**src/design/ivp_regs.svh**
```systemverilog
`ifndef IVP_REGS_SVH
`define IVP_REGS_SVH

// ==========================================================
// Level-setting register window.
`define IVP_LVL_BASE 16'h0079
`define IVP_LVL_NREG 6
`define IVP_LVL_RST 8'hFF

// ==========================================================
// Request lines and vectors.
`define IVP_NLINES 24
`define IVP_VEC_TOP 16'hFFFA
`define IVP_UNUSED_MASK 24'h22_0800
`define IVP_LN_UART_SIO 4
`define IVP_LN_CT0_LO 5
`define IVP_LN_CT0_HI 6
`define IVP_LN_LIN_RX 7
`define IVP_LN_LIN_TX 8
`define IVP_LN_PPG1_LO 9
`define IVP_LN_PPG1_HI 10
`define IVP_LN_PPG0_HI 12
`define IVP_LN_PPG0_LO 13
`define IVP_LN_CT1_HI 14
`define IVP_LN_PPG16 15
`define IVP_LN_I2C 16
`define IVP_LN_ADC 18
`define IVP_LN_TBT 19
`define IVP_LN_WATCH 20
`define IVP_LN_CT1_LO 22
`define IVP_LN_FLASH 23

`endif

```
**src/design/ivp_pkg.sv**
```systemverilog
package ivp_pkg;

	// ==========================================================
	// Peripheral request sources, one bit each, level sensitive.
	typedef struct packed {
		logic [7:0] ext;
		logic uart_sio;
		logic ct0_lo;
		logic ct0_hi;
		logic lin_rx;
		logic lin_tx;
		logic ppg1_lo;
		logic ppg1_hi;
		logic ppg0_hi;
		logic ppg0_lo;
		logic ct1_hi;
		logic ppg16;
		logic i2c;
		logic adc;
		logic tbt;
		logic watch;
		logic ct1_lo;
		logic flash;
	} ivp_src_s;

	// Level register access from the core.
	typedef struct packed {
		logic rd;
		logic wr;
		logic [15:0] addr;
		logic [7:0] wdata;
	} ivp_acc_s;

	// Request presented to the core.
	typedef struct packed {
		logic req;
		logic [4:0] num;
		logic [1:0] lvl;
		logic [15:0] vec_hi;
		logic [15:0] vec_lo;
	} ivp_req_s;

	// Whole state of the controller.
	typedef struct packed {
		logic [5:0][7:0] lvl;
		logic [7:0] rdata;
		logic [23:0] pend;
		ivp_req_s out;
	} ivp_state_s;

endpackage

```
**src/design/ivp_arb.sv**
```systemverilog
`timescale 1ns/1ps

// ==========================================================
// Picks the pending line with the numerically smallest level;
// among equal levels the smallest line number wins.
module ivp_arb #(
	parameter int N = 24,
	parameter int NW = 5
) (
	// Pending lines and their level fields.
	input wire logic [N-1:0] i_pend,
	input wire logic [2*N-1:0] i_lvls,
	// Winner.
	output logic o_found,
	output logic [NW-1:0] o_num,
	output logic [1:0] o_lvl
);

	// Forward scan with strict compare keeps the lowest number on ties.
	always_comb begin
		o_found = 1'b0;
		o_num = '0;
		o_lvl = 2'b11;
		for (int j = 0; j < N; j++) begin
			if (i_pend[j] && (!o_found || (i_lvls[2*j +: 2] < o_lvl))) begin
				o_found = 1'b1;
				o_num = NW'(j);
				o_lvl = i_lvls[2*j +: 2];
			end
		end
	end

endmodule

```
**src/design/ivp_ctrl.sv**
```systemverilog
`timescale 1ns/1ps
`include "ivp_regs.svh"

// Function
// - two-bit levels; ties go to lowest number
// - compound timer 0 halves on lines 5, 6
// - compound timer 1 upper 14, lower 22
// - pulser 0 hi 12, lo 13; 16-bit 15
// - pulse gen 1 lower 9, upper 10
// - reserved addresses: read zero, writes dropped
// - six level registers, read/write, reset all ones
module ivp_ctrl (
	// Clock and reset.
	input wire logic i_ref_clk,
	input wire logic i_rst_n,
	// Peripheral requests.
	input wire ivp_pkg::ivp_src_s i_src,
	// Level register access and core interrupt mask level.
	input wire ivp_pkg::ivp_acc_s i_acc,
	input wire logic [1:0] i_cpu_ilm,
	// Read data and request to the core.
	output logic [7:0] o_lvl_rdata,
	output ivp_pkg::ivp_req_s o_req
);

	ivp_pkg::ivp_state_s st_r;
	ivp_pkg::ivp_state_s st_nxt;
	logic [23:0] lines;
	logic [47:0] lvls;
	logic in_win;
	logic [15:0] offs;
	logic [2:0] idx;
	logic found;
	logic [4:0] win_num;
	logic [1:0] win_lvl;

	// ==========================================================
	// Source to line mapping.

	// External channels share lines in pairs; unused lines are forced low.
	// Named source line numbers live in the header; external lines 0 to 3 are set by the loop here.
	always_comb begin
		lines = '0;
		for (int k = 0; k < 4; k++) begin
			lines[k] = i_src.ext[k] | i_src.ext[k+4];
		end
		lines[`IVP_LN_UART_SIO] = i_src.uart_sio;
		lines[`IVP_LN_CT0_LO] = i_src.ct0_lo;
		lines[`IVP_LN_CT0_HI] = i_src.ct0_hi;
		lines[`IVP_LN_LIN_RX] = i_src.lin_rx;
		lines[`IVP_LN_LIN_TX] = i_src.lin_tx;
		lines[`IVP_LN_PPG1_LO] = i_src.ppg1_lo;
		lines[`IVP_LN_PPG1_HI] = i_src.ppg1_hi;
		lines[`IVP_LN_PPG0_HI] = i_src.ppg0_hi;
		lines[`IVP_LN_PPG0_LO] = i_src.ppg0_lo;
		lines[`IVP_LN_CT1_HI] = i_src.ct1_hi;
		lines[`IVP_LN_PPG16] = i_src.ppg16;
		lines[`IVP_LN_I2C] = i_src.i2c;
		lines[`IVP_LN_ADC] = i_src.adc;
		lines[`IVP_LN_TBT] = i_src.tbt;
		lines[`IVP_LN_WATCH] = i_src.watch;
		lines[`IVP_LN_CT1_LO] = i_src.ct1_lo;
		lines[`IVP_LN_FLASH] = i_src.flash;
		lines = lines & ~`IVP_UNUSED_MASK;
	end

	// Level fields of all registers, line j at bits 2j+1..2j.
	// One flat word lets the arbiter index the field of any line directly.
	assign lvls = st_r.lvl;

	// ==========================================================
	// Arbitration.
	// The arbiter is purely combinational; its winner is registered below.
	ivp_arb #(
		.N(`IVP_NLINES),
		.NW(5)
	) u_arb (
		.i_pend(lines),
		.i_lvls(lvls),
		.o_found(found),
		.o_num(win_num),
		.o_lvl(win_lvl)
	);

	// ==========================================================
	// Register window decode.
	// Only the six bytes of the window select a register; all else is reserved.
	assign offs = i_acc.addr - `IVP_LVL_BASE;
	assign in_win = (i_acc.addr >= `IVP_LVL_BASE) && (offs < 16'(`IVP_LVL_NREG));
	assign idx = offs[2:0];

	// Next state: level writes, read data, request and vector.
	// A read and a write in the same cycle return the old value.
	always_comb begin
		st_nxt = st_r;
		if (i_acc.wr && in_win) begin
			st_nxt.lvl[idx] = i_acc.wdata;
		end
		// Reserved addresses read as zero and drop writes.
		st_nxt.rdata = 8'h00;
		if (i_acc.rd && in_win) begin
			st_nxt.rdata = st_r.lvl[idx];
		end
		st_nxt.pend = lines;
		// The core takes a request only above its current mask level.
		st_nxt.out.req = found && (win_lvl < i_cpu_ilm);
		st_nxt.out.num = win_num;
		st_nxt.out.lvl = win_lvl;
		// The pair is recomputed every cycle, even when no request stands.
		st_nxt.out.vec_hi = `IVP_VEC_TOP - {10'h000, win_num, 1'b0};
		st_nxt.out.vec_lo = `IVP_VEC_TOP - {10'h000, win_num, 1'b0} + 16'h0001;
	end

	// State register; levels reset to all ones, the lowest priority.
	// The reset branch loads constants only; all other values come from st_nxt.
	always_ff @(posedge i_ref_clk or negedge i_rst_n) begin
		if (!i_rst_n) begin
			st_r.lvl <= {`IVP_LVL_NREG{`IVP_LVL_RST}};
			st_r.rdata <= 8'h00;
			st_r.pend <= '0;
			st_r.out <= '0;
		end else begin
			st_r <= st_nxt;
		end
	end

	// Outputs come straight from flip-flops, so the core never sees a glitch.
	assign o_lvl_rdata = st_r.rdata;
	assign o_req = st_r.out;

	// ==========================================================
	// Checks.
	// Outputs are compared with inputs sampled one edge earlier (two for the read-back check); the edge
	// right after reset is skipped where the state was still held then.

	// True when a line below num is pending at a level no worse than lvl, or a line above num at a better level.
	function automatic logic better_exists(input logic [23:0] p, input logic [47:0] l,
			input logic [4:0] num, input logic [1:0] lvl);
		logic r;
		r = 1'b0;
		for (int j = 0; j < 24; j++) begin
			if (j < int'(num) && p[j] && (l[2*j +: 2] <= lvl)) begin
				r = 1'b1;
			end
		end
		for (int j = 0; j < 24; j++) begin
			if (j > int'(num) && p[j] && (l[2*j +: 2] < lvl)) begin
				r = 1'b1;
			end
		end
		return r;
	endfunction

	// Vector and arbitration checks.
	vec_pair_a: assert property (@(posedge i_ref_clk) disable iff (!i_rst_n)
		o_req.req |-> (o_req.vec_lo == o_req.vec_hi + 16'h0001) && !o_req.vec_hi[0]
			&& (o_req.vec_hi == `IVP_VEC_TOP - {10'h000, o_req.num, 1'b0}))
		else $error("vector pair does not match request number");

	tie_order_a: assert property (@(posedge i_ref_clk) disable iff (!i_rst_n)
		o_req.req |-> st_r.pend[o_req.num]
			&& !better_exists(st_r.pend, $past(lvls), o_req.num, o_req.lvl))
		else $error("a better pending line was passed over");

	mask_gate_a: assert property (@(posedge i_ref_clk) disable iff (!i_rst_n)
		o_req.req |-> o_req.lvl < $past(i_cpu_ilm))
		else $error("request raised at or below core mask level");

	win_level_a: assert property (@(posedge i_ref_clk) disable iff (!i_rst_n)
		o_req.req |-> o_req.lvl == 2'($past(lvls) >> {o_req.num, 1'b0}))
		else $error("request level differs from its line field");

	// Routing checks.
	ct0_route_a: assert property (@(posedge i_ref_clk) disable iff (!i_rst_n)
		$past(i_rst_n) |-> (st_r.pend[`IVP_LN_CT0_LO] == $past(i_src.ct0_lo))
			&& (st_r.pend[`IVP_LN_CT0_HI] == $past(i_src.ct0_hi)))
		else $error("compound timer 0 routed to wrong line");

	ct1_route_a: assert property (@(posedge i_ref_clk) disable iff (!i_rst_n)
		$past(i_rst_n) |-> (st_r.pend[`IVP_LN_CT1_HI] == $past(i_src.ct1_hi))
			&& (st_r.pend[`IVP_LN_CT1_LO] == $past(i_src.ct1_lo)))
		else $error("compound timer 1 routed to wrong line");

	ppg_route_a: assert property (@(posedge i_ref_clk) disable iff (!i_rst_n)
		$past(i_rst_n) |-> (st_r.pend[`IVP_LN_PPG0_HI] == $past(i_src.ppg0_hi))
			&& (st_r.pend[`IVP_LN_PPG0_LO] == $past(i_src.ppg0_lo))
			&& (st_r.pend[`IVP_LN_PPG16] == $past(i_src.ppg16)))
		else $error("pulse generator 0 or 16-bit routed wrong");

	ppg1_route_a: assert property (@(posedge i_ref_clk) disable iff (!i_rst_n)
		$past(i_rst_n) |-> (st_r.pend[`IVP_LN_PPG1_LO] == $past(i_src.ppg1_lo))
			&& (st_r.pend[`IVP_LN_PPG1_HI] == $past(i_src.ppg1_hi)))
		else $error("pulse generator 1 routed wrong");

	ext_pair_a: assert property (@(posedge i_ref_clk) disable iff (!i_rst_n)
		$past(i_rst_n) |-> (st_r.pend[3:0]
			== ($past(i_src.ext[3:0]) | $past(i_src.ext[7:4]))))
		else $error("shared external line not pending");

	// Register window and unused line checks.
	rsvd_write_a: assert property (@(posedge i_ref_clk) disable iff (!i_rst_n)
		(i_acc.wr && !in_win) |=> $stable(st_r.lvl))
		else $error("write to reserved address changed a level");

	lvl_hold_a: assert property (@(posedge i_ref_clk) disable iff (!i_rst_n)
		!(i_acc.wr && in_win) |=> $stable(st_r.lvl))
		else $error("level changed without a window write");

	lvl_write_a: assert property (@(posedge i_ref_clk) disable iff (!i_rst_n)
		(i_acc.wr && in_win) |=> st_r.lvl[$past(idx)] == $past(i_acc.wdata))
		else $error("level register did not take written value");

	rdata_idle_a: assert property (@(posedge i_ref_clk) disable iff (!i_rst_n)
		!(i_acc.rd && in_win) |=> o_lvl_rdata == 8'h00)
		else $error("read data not zero outside a window read");

	lvl_readback_a: assert property (@(posedge i_ref_clk) disable iff (!i_rst_n)
		(i_acc.wr && in_win) ##1 (i_acc.rd && (i_acc.addr == $past(i_acc.addr)) && !i_acc.wr)
			|=> o_lvl_rdata == $past(i_acc.wdata, 2))
		else $error("level register did not read back written value");

	unused_line_a: assert property (@(posedge i_ref_clk) disable iff (!i_rst_n)
		o_req.req |-> (o_req.num != 5'd11) && (o_req.num != 5'd17) && (o_req.num != 5'd21))
		else $error("unused line produced a request");

endmodule

```
**config.mk**
```make
export PLATFORM = sky130hd
export DESIGN_NAME = ivp_ctrl
export DESIGN_NICKNAME = d
export VERILOG_FILES = /design/src/design/ivp_pkg.sv /design/src/design/ivp_arb.sv /design/src/design/ivp_ctrl.sv
export VERILOG_INCLUDE_DIRS = /design/src /design/src/design
export SDC_FILE = /design/constraint.sdc
export NUM_CORES = 1
export LEC_CHECK = 0
export ABC_AREA = 1
export ABC_CLOCK_PERIOD_IN_PS = 23300
export BUFFER_PORTS_ARGS = -buffer_cell sky130_fd_sc_hd__buf_4
export CAP_MARGIN = 5
export CORE_ASPECT_RATIO = 0.9
export CORE_MARGIN = 8
export CORE_UTILIZATION = 28
export CTS_BUF_LIST = sky130_fd_sc_hd__clkbuf_8
export CTS_CLUSTER_SIZE = 28
export DETAILED_ROUTE_END_ITERATION = 8
export PLACE_DENSITY_LB_ADDON = 0.1
export SLEW_MARGIN = 20
export SYNTH_ARGS = -nofsm -noshare
export SYNTH_HDL_FRONTEND = slang
export SYNTH_SLANG_ARGS = --single-unit
export TNS_END_PERCENT = 10
```
**constraint.sdc**
```tcl
create_clock -name i_ref_clk -period 23.3 [get_ports i_ref_clk]
set_clock_uncertainty 0.2 [all_clocks]
set_input_delay 2.33 -clock i_ref_clk [delete_from_list [all_inputs] [get_ports i_ref_clk]]
set_output_delay 2.33 -clock i_ref_clk [all_outputs]
set_load 0.1 [all_outputs]
```
After elaboration in Yosys (flattened, before gate mapping) --
Index checks and enable logic that the tools add are counted.
Storage, ports and cells: register bits 81, input bits 55, output and inout port bits 48, logic and storage cells 177
Operators by class: add/subtract/negate cells 3, magnitude comparators 25, mux-type cells 68, bitwise operators 4, reductions and logical operators 65
Operators with widths (number):
- 48-bit bitwise mux | 1
- 2-bit 2-to-1 mux | 23
- 2-bit less-than comparator | 21
- 5-bit 2-to-1 mux | 6
- 4-bit 2-to-1 mux | 7
- 1-bit logical AND | 25
- 8-bit binary-select mux with 3-bit select | 1
- 8-bit demux with 3-bit select | 1
- 8-bit 2-to-1 mux | 3
- 1-bit 2-to-1 mux | 22
- 1-bit zero test | 20
- 1-bit logical OR | 20
- 16-bit by 7-bit >= comparator with 1-bit output, second input constant | 1
- 16-bit by 3-bit less-than comparator with 1-bit output, second input constant | 1
- 16-bit by 7-bit subtractor with 16-bit output, second input constant | 1
- 3-bit 2-to-1 mux | 4
- 8-bit by 2-bit adder with 9-bit output, second input constant | 1
- 4-bit by 7-bit subtractor with 8-bit output, first input constant | 1
- 3-bit by 4-bit less-than comparator with 1-bit output, second input constant | 1
- 1-bit OR | 4
- 3-bit by 1-bit >= comparator with 1-bit output, second input constant | 1

Logic depth before layout (Yosys ltp) --
Gate-level depths: netlist of run 1.
depth after elaboration 84, mapped depth 123, gate-level depth less buffers 123

Cells and area by module --
From an unflattened synthesis of run 1, not the netlist that was laid out.
Second synthesis, totals: cell total of the unflattened synthesis 913, area total of the unflattened synthesis 5691.7 um2
By module, submodules not included:
- ivp_ctrl | instances 1, cells each 451, area each 3668.5 um2, seq. area each 1811.7 um2
- ivp_arb | instances 1, cells each 462, area each 2023.2 um2, seq. area each 0.0 um2

Worst setup path after synthesis of run 1 --
No wires, ideal clock.
path type in2reg, from input i_src[22] in the netlist's numbering, to register st_r, in the netlist o_req[39], library setup time 73 ps, arrival 10721 ps, data required time 23027 ps, setup slack 12306 ps, stages on the path 121, path buffers 0, cells stage by stage nor2_1 > inv_1 > nand3_1 > nand2_1 > nand2_1 > nand2_1 > nand2_2 > nand2_2 > nand2_1 > nand2_1 > nor2_1 > nand2_1 > nand2_2 > nand2_2 > nand2_1 > nand2_1 > nor2_1 > nand2_1 > (+85 left out) > nand2_4 > nand2_1 > nand2_1 > nor2_1 > nand2_1 > nand2_2 > nand2_2 > o21ai_0 > ha_1 > nand2_1 > nand2_1 > nand2_2 > nand2_4 > nor2_1 > a21oi_1 > ha_1 > o21bai_1 > a21oi_2
RTL lines:
- start, declared | RTL line ivp_ctrl.sv:17 | input wire ivp_pkg::ivp_src_s i_src,
- end signal, assigned | RTL line ivp_ctrl.sv:123 | st_r <= st_nxt;
- end, declared | RTL line ivp_ctrl.sv:26 | ivp_pkg::ivp_state_s st_r;

==> impl_metrics.json, run 1 <==
{
  "seq_area_mm2": 0.00181,
  "drc": 0,
  "die_w_um": 156,
  "grt_pass1_vias": 4517,
  "synth_cells": 743,
  "multi_input_area_mm2": 0.00247,
  "crit_path_end_kind": "flop",
  "firstDrtPassIters": 5,
  "clkTransAtPathRegs_ps": 90,
  "finalSetupViolations": 0,
  "critPathMostFrequentCell": "nand2_1",
  "grt_first_pass_wirelength_mm": 24.5,
  "ys_warn_count": 0,
  "cts.sinks": 70,
  "num_vias": 4875,
  "netlist_area_mm2": 0.00495,
  "cp_slowest_cell": "ha_1",
  "fillerInstances": 1933,
  "p_per_area_mw_per_mm2": 108,
  "setup_tns_ps": 0,
  "critPathMaxStageDelay_ps": 290,
  "cts_resized": 0,
  "wl_mm": 15.7,
  "cts_tree": "done",
  "nNetsFinal": 878,
  "hold_viol_final": 0,
  "synth_top_cell_by_area": "dfstp_2",
  "grt_use_total": 0.141,
  "status": "complete, no violations",
  "arrival_ps": 12270,
  "ant_nets": 0,
  "startpoint_type": "primary input",
  "antenna_found_initial": 0,
  "postCtsSetupBuffers": 0,
  "numCtsBuffers": 9,
  "ir_drop_mv": 0.0667,
  "grt_max_degree": 71,
  "p_sw_frac": 0.533,
  "cts_buffer_depth": 2,
  "via_per_inst": 4.58,
  "synth_top_area_frac": 0.255,
  "io_buffers": 101,
  "power_frac_clock": 0.179,
  "rows": 46,
  "htree_num_levels": 3,
  "avgSynthCellArea_um2": 6.66,
  "dp_slack_ps": 10750,
  "async_flop_share": 1.00,
  "layout_common_cells": "nand2_1, inv_1, buf_4",
  "finalInstanceArea_mm2": 0.00600,
  "hold_buffers": 0,
  "die_area_mm2": 0.0222,
  "p_int_mw": 0.302,
  "tightest_slew_ps": 969,
  "start_util": 0.283,
  "place.gp.congestion": 0.797,
  "fin_util": 0.343,
  "area_growth_pct": 21.2,
  "pwr-share-comb": 0.611,
  "rsz0062_at_grt": "false",
  "critPathKind": "primary input to flop",
  "slew_headroom": 0.354,
  "maxSlewViolCount": 0,
  "cts_root_buf": "clkbuf_8",
  "ys_types": 36,
  "pwr-share-seq": 0.210,
  "die_y_um": 142,
  "drive_above_1_share": 0.260,
  "overflow": 0,
  "ios": 103,
  "drtIter0Drc": 284,
  "synthFlopType": "dfstp_2",
  "wl_per_cell_um": 14.8,
  "layout_commonest_cell": "nand2_1",
  "insertedDiodeCount": 0,
  "placed_area_mm2": 0.00578,
  "cp_max_fo": 9,
  "clock_latency_ps": 370,
  "finalCritPeriodShare": 0.522,
  "ys_seq_area_frac": 0.366,
  "yosys-top-cells-area": "dfstp_2, nand2_1, dfrtp_1",
  "synth_edf_count": 0,
  "dp_hpwl_mm": 12.3,
  "fmax_ghz": 0.0822,
  "core_area_mm2": 0.0175,
  "synth_seq_cells": 70,
  "post-route-min-period_ps": 12160,
  "worst_slack_ps": 11140,
  "drv_cap": 0,
  "hold_class": "flop to flop",
  "p_leak_nw": 2.86,
  "switchingPower_mw": 0.344,
  "critPathRequiredTime_ps": 23410
}
==> synth_stat cells, types with 3 or more instances <==
library cell	n
clkbuf_1	11
o22ai_1	9
ha_1	4
a21oi_1	4
and3_1	3
nor3_1	8
o21ai_0	81
nor2_1	56
dfstp_2	48
dfrtp_1	22
nand2_1	213
a2111oi_0	9
nand2_2	38
or2_2	5
buf_4	26
nand3_1	64
inv_1	115
==> power by group through the flow <==
stage | Clock [mW] | Sequential (mW) | Combinational [mW]
floorplan | 0 | 0.198 | 0.258
global placement | 0 | 0.138 | 0.391
detailed placement | 0 | 0.138 | 0.395
CTS | 0.119 | 0.136 | 0.397
global route | 0.124 | 0.137 | 0.435
finish | 0.116 | 0.136 | 0.395
==> sequential cells by signal, summed over array words and instances, names as in the netlist <==
name / flops
lvls: 48
o_req: 14
o_lvl_rdata: 8
==> kinds of logic after synthesis <==
| logic type | count (synthesis) | share of synthesized area |
|---|---|---|
| other | 2 | 0.00152 |
| and+or+nand+nor | 395 | 0.349 |
| xor gates and xnor gates | 3 | 0.00531 |
| DFF | 70 | 0.366 |
| AOI/OAI and AO/OA | 115 | 0.132 |
| adders and majority gates | 4 | 0.0101 |
| buffers and inverters | 154 | 0.137 |
==> metrics by stage <==
stage	cells	hold WS (ps)	power, mW
after CTS	1064	296	0.652
final	1064	294	0.646
after detailed placement	1048	284	0.534
after global routing	1064	318	0.696
after floorplan	744	267	0.456
after global placement	1048	278	0.529
==> layout make-up <==
| type | count | area share |
|---|---|---|
| tap | 240 | 0.0501 |
| clock inverter | 7 | 0.0163 |
| inverter | 117 | 0.0732 |
| clock buffer | 9 | 0.0207 |
| sequential | 70 | 0.302 |
| timing repair buffer | 101 | 0.126 |
| multi-input combinational | 520 | 0.411 |
==> critical path: cells and delay by family <==
family | cells | cell delay (ps)
simple gates | 114 | 8610
compound gates | 4 | 610
fa+ha+maj | 2 | 490
buf+inv | 2 | 210
==> final timing paths <==
| path | start | end | slack (ps) | depth (start not counted) |
|---|---|---|---|---|
| setup reg to reg | lvls[3] | o_req[39] | 12620 | 122 |
| min in group asynchronous | i_rst_n | o_req[14] | 1880 | 1 |
| hold / removal | lvls[23] | lvls[23] | 290 | 2 |
| hold reg to reg | lvls[23] | lvls[23] | 290 | 2 |
| max in group asynchronous | i_rst_n | o_req[6] | 20380 | 1 |
| setup / recovery | i_src[22] | o_req[39] | 11140 | 122 |
==> layer usage <==
metal | part of all wire | GRT usage | vias up
li1 | - | - | 2479
met1 | 0.49 | 0.199 | 2232
met2 | 0.43 | 0.212 | 149
met3 | 0.063 | 0.0310 | 15
met4 | 0.013 | 0.0409 | 0
met5 | 0 | 0 | -
Note: power is estimated with default switching activity, not from simulation.
==> run 2, diff against run 1 <==
Settings changed: ABC_CLOCK_PERIOD_IN_PS 23300 to 11200.
Clock period 23.3 ns to 11.2 ns, I/O delays scaled along.
==> run 2 against run 1 <==
Effect of this change:
- setup slack got worse by 11000 ps
- first-iteration DRC count is 20% higher
- routed wire length is 4.3% higher
- worst hold slack got worse by 1.5 ps
- clock power rose by 120%
- final area increased by 10%
- total power up 140%
- sequential power rose by 110%
- register-to-register slack got worse by 12000 ps
- combinational power rose to 2.6 times the previous value
- critical path type unchanged
==> impl_metrics.json, run 2 (synthesized netlist as in run 1, its figures left out) <==
{
  "wl_mm": 16.4,
  "ant_nets": 0,
  "rsz0062_at_grt": "true",
  "cp_max_fo": 6,
  "fin_util": 0.378,
  "setup_tns_ps": 0,
  "fmax_ghz": 0.0930,
  "overflow": 0,
  "cts.sinks": 70,
  "tightest_slew_ps": 945,
  "placed_area_mm2": 0.00578,
  "rows": 46,
  "die_w_um": 156,
  "numCtsBuffers": 9,
  "worst_slack_ps": 445,
  "cp_slowest_cell": "ha_1",
  "core_area_mm2": 0.0175,
  "ir_drop_mv": 0.139,
  "insertedDiodeCount": 0,
  "finalInstanceArea_mm2": 0.00662,
  "finalCritPeriodShare": 0.960,
  "hold_viol_final": 0,
  "drive_above_1_share": 0.379,
  "antenna_found_initial": 0,
  "startpoint_type": "primary input",
  "maxSlewViolCount": 0,
  "drv_cap": 0,
  "die_y_um": 142,
  "firstDrtPassIters": 4,
  "cts_tree": "done",
  "crit_path_end_kind": "flop",
  "largest_register_ffs": 48,
  "critPathKind": "primary input to flop",
  "dp_slack_ps": -131,
  "layout_commonest_cell": "nand2_1",
  "clock_latency_ps": 370,
  "io_buffers": 101,
  "p_per_area_mw_per_mm2": 239,
  "dp_hpwl_mm": 12.2,
  "ios": 103,
  "via_per_inst": 4.58,
  "cts_root_buf": "clkbuf_8",
  "area_growth_pct": 33.7,
  "critPathRequiredTime_ps": 11300,
  "drtIter0Drc": 342,
  "report.power.total_mw": 1.58,
  "place.gp.congestion": 0.847,
  "grt_max_degree": 71,
  "critPathMostFrequentCell": "nand2_2",
  "timing.hold.ws_ps": 292,
  "start_util": 0.283,
  "arrival_ps": 10860,
  "grt_first_pass_wirelength_mm": 24.3,
  "grt_pass1_vias": 4474,
  "placed_cells": 1048,
  "hold_class": "flop to flop",
  "finalNonFillerCells": 1096,
  "wl_per_cell_um": 15.0,
  "post-route-min-period_ps": 10750,
  "critPathMaxStageDelay_ps": 310,
  "htree_num_levels": 3,
  "slew_headroom": 0.370,
  "cts_buffer_depth": 2,
  "layout_common_cells": "nand2_1, buf_4, inv_1",
  "status": "complete, no violations",
  "finalSetupViolations": 0,
  "clkTransAtPathRegs_ps": 80,
  "drc": 0,
  "nNetsFinal": 910,
  "grt_use_total": 0.140,
  "p_leak_nw": 3.12,
  "hold_buffers": 0,
  "die_area_mm2": 0.0222,
  "num_vias": 5024
}
[run 2: cell count changes in the layout (fill, tap and decap cells not counted), sizes merged]
cell	change
buf	+32
bufinv	+1
clkbuf	+1
clkinvlp	-1
inv	-1
[run 2: report_power, final]
| group | switching (mW) | internal [mW] | leakage [nW] |
|---|---|---|---|
| combinational | 0.685 | 0.357 | 2.22 |
| sequential | 0.00743 | 0.275 | 0.770 |
| clock | 0.104 | 0.152 | 0.129 |
[run 2: worst max-delay path: cells and delay by family]
kind	cells	cell delay, ps
buf+inv	2	110
compound gates	4	360
fa+ha+maj	2	470
simple gates	116	8780
[run 2: path summary, 6_finish.rpt]
path                       slack [ps]  cells after the start      start        endpoint
hold / removal                    290                      2   lvls[22]        lvls[22]
min in group asynchronous         690                      1    i_rst_n       o_req[36]
setup / recovery                  450                    124  i_src[21]       o_req[39]
hold reg to reg                   290                      2   lvls[22]        lvls[22]
max in group asynchronous        9500                      1    i_rst_n  o_lvl_rdata[0]
setup reg to reg                  640                    123    lvls[3]       o_req[39]
[run 2: cell type report]
cell class / count / area (um^2)
tap: 240 / 300
clock buffer: 10 / 138
clock inverter: 6 / 103
timing repair buffer: 133 / 1020
sequential: 70 / 1810
multi-input combinational: 520 / 2800
inverter: 117 / 444
fill: 1914 / 10900
[run 2: repair_timing]
item | CTS | global route
setup buffers | 0 | 32
gates resized for setup | 0 | 109
endpoints found under the setup margin | 0 | 12
endpoints found under the hold margin | 0 | 0
[run 2: per-layer routing]
| metal | vias to the layer above | GRT usage | part of all wire | wire (um) |
|---|---|---|---|---|
| met5 | - | 0 | 0 | 0 |
| met2 | 117 | 0.208 | 0.45 | 7410 |
| met3 | 15 | 0.0288 | 0.059 | 972 |
| met4 | 0 | 0.0470 | 0.013 | 208 |
| li1 | 2545 | - | - | - |
| met1 | 2347 | 0.197 | 0.48 | 7830 |
==> run 3, diff against run 2 <==
Settings changed: CORE_UTILIZATION 28 to 40, SYNTH_HIERARCHICAL set to 1.
==> run 3 against run 2 <==
Effect of this change:
- the run now ends with setup timing left
- clock power decreased by 8.2%
- setup slack got worse by 680 ps
- flip-flop and latch count unchanged
- final cell count grew 17%
- highest routed layer unchanged
- register-to-register slack lost 350 ps
- total power up 24%
- clock-buffer cell count increased by 1
- worst hold slack lost 10 ps
- routed wire length increased by 0.84%
- non-clock buffer count up 56
==> impl_metrics.json, run 3 <==
{
  "async_flop_share": 1.00,
  "cts_buffer_depth": 2,
  "post-route-min-period_ps": 11440,
  "synth_top_family_by_area": "simple AND/OR/NAND/NOR gates",
  "maxSlewViolCount": 0,
  "critPathMostFrequentCell": "nand2_2",
  "worst_slack_ps": -235,
  "synth_top_cell_by_area": "dfstp_2",
  "critPathKind": "primary input to flop",
  "ys_seq_area_frac": 0.318,
  "area_growth_pct": 32.6,
  "synth-simple-area-share": 0.480,
  "finalCritPeriodShare": 1.02,
  "fillerInstances": 1475,
  "rsz0062_at_grt": "true",
  "drv_cap": 0,
  "wl_per_cell_um": 12.9,
  "die_y_um": 129,
  "critPathLaunch": "i_src[17]",
  "largest_register_ffs": 48,
  "endpoint": "o_req[39]",
  "slew_headroom": 0.400,
  "wl_mm": 16.6,
  "cp_max_fo": 6,
  "ant_nets": 0,
  "fmax_ghz": 0.0874,
  "tightest_slew_ps": 901,
  "rows": 41,
  "hold_viol_final": 0,
  "layout_common_cells": "nand2_1, buf_4, inv_1",
  "insertedDiodeCount": 0,
  "die_w_um": 142,
  "start_util": 0.408,
  "io_buffers": 101,
  "r2r_end": "o_req[39]",
  "synthMuxAreaShare": 0,
  "p_leak_nw": 3.89,
  "ys_warn_count": 6,
  "synth_top_area_frac": 0.222,
  "violations": "setup timing",
  "cts_tree": "done",
  "htree_num_levels": 3,
  "synth_edf_count": 0,
  "ys_types": 34,
  "synth_commonest_cells": "nand2_1, inv_1, nand3_1",
  "layout_commonest_cell": "nand2_1",
  "yosys-top-cells-area": "dfstp_2, nand2_1, dfrtp_1",
  "ff2ff_setup_slack_ps": 290,
  "antenna_found_initial": 0,
  "reg2reg_depth": 130,
  "r2r-start": "lvls[1]",
  "critPathRequiredTime_ps": 11290,
  "ios": 103,
  "drtIter0Drc": 357,
  "startpoint_type": "primary input",
  "core_area_mm2": 0.0140,
  "numCtsBuffers": 9,
  "clock_latency_ps": 360,
  "drive_above_1_share": 0.340,
  "finalSetupViolations": 6,
  "cp_slowest_cell": "or2_4",
  "grt_use_total": 0.179,
  "overflow": 0,
  "drc": 0,
  "grt_pass1_vias": 5573,
  "placed_cells": 1243,
  "place.gp.congestion": 0.825,
  "synth_most_common_cell": "nand2_1",
  "crit_path_end_kind": "flop",
  "cts_root_buf": "clkbuf_8",
  "synth_cells": 913,
  "grt_max_degree": 71,
  "avgSynthCellArea_um2": 6.23,
  "p_per_area_mw_per_mm2": 260,
  "firstDrtPassIters": 6,
  "post_synth_fa_ha_maj_area_fraction": 0.0110,
  "via_per_inst": 4.77,
  "finalNonFillerCells": 1282,
  "die_area_mm2": 0.0183,
  "hold_buffers": 0,
  "status": "finished, violations left",
  "synth_compound_area_frac": 0.0554,
  "netlist_area_mm2": 0.00569,
  "synthXorXnorAreaFrac": 0.00462,
  "arrival_ps": 11520,
  "nNetsFinal": 1144,
  "clkTransAtPathRegs_ps": 70,
  "timing.hold.ws_ps": 282,
  "hold_class": "flop to flop",
  "critPathMaxStageDelay_ps": 280,
  "synth_seq_cells": 70,
  "ir_drop_mv": 0.133,
  "synthFlopType": "dfstp_2",
  "cts.sinks": 70,
  "dp_hpwl_mm": 12.5,
  "num_vias": 6114,
  "grt_first_pass_wirelength_mm": 26.7
}
==> run 3: logic make-up (layout without fill, tap and decap cells) <==
logic type	after synthesis	after routing
simple gates	610	610
buf+inv	165	330
flops	70	70
compound gates	58	58
fa+ha+maj	5	5
xor+xnor	3	3
other cells	2	13
==> run 3: timing repair <==
item	CTS	global route
pin swaps	12	83
hold endpoints to repair	0	0
setup endpoints to repair	5	13
gates resized for setup	12	52
buffers inserted	5	18
==> run 3: area by class of cell <==
class | count | area (um^2) | share of cell area
Multi-Input combinational cell | 689 | 3380 | 0.448
Clock buffer | 11 | 151 | 0.0201
Timing Repair Buffer | 189 | 1420 | 0.188
Inverter | 125 | 469 | 0.0621
Tap cell | 193 | 241 | 0.0320
Clock inverter | 5 | 73.8 | 0.00978
Sequential cell | 70 | 1810 | 0.240
==> run 3: how the worst min path moves through the flow <==
stage / startpoint / end / slack (ps) / cells after the start
2_1_floorplan: lvls[44] / lvls[44] / 250 / 2
3_3_place_gp: lvls[44] / lvls[44] / 270 / 2
3_5_place_dp: lvls[0] / lvls[0] / 270 / 2
4_1_cts: lvls[0] / lvls[0] / 290 / 2
5_1_grt: lvls[38] / lvls[38] / 300 / 2
6_report: lvls[0] / lvls[0] / 280 / 2
==> run 3: per-stage QoR <==
stage	power [mW]	utilization	cell area (um^2)	worst slack [ps]	TNS, ps
2_1_floorplan	1.17	-	5730	472	0
3_3_place_gp	1.54	0.498	6950	-490	-3670
3_5_place_dp	1.55	0.498	6950	-559	-4280
4_1_cts	1.84	0.520	7260	3.82	0
5_1_grt	2.13	0.541	7550	-1520	-16580
6_report	1.96	0.541	7550	-235	-895
==> run 3: power by group <==
part           switching (mW)  total, mW  internal [mW]
combinational           0.866       1.44          0.574
sequential            0.00830      0.288          0.279
clock                  0.0989      0.235          0.136
total                   0.974       1.96          0.989
==> run 3: worst max-delay path: cells and delay by family <==
family                     cells  cell delay, ps
and+or+nand+nor              123            9100
AOI/OAI and AO/OA              2             230
buffers and inverters          3             280
adders and majority gates      3             790
==> run 3: routing by layer <==
metal	global-route usage	wire length, um	vias up
met1	0.249	7930	2700
met5	0	0	-
met4	0.0379	266	0
met3	0.0511	1180	19
met2	0.271	7190	168
li1	-	-	3227
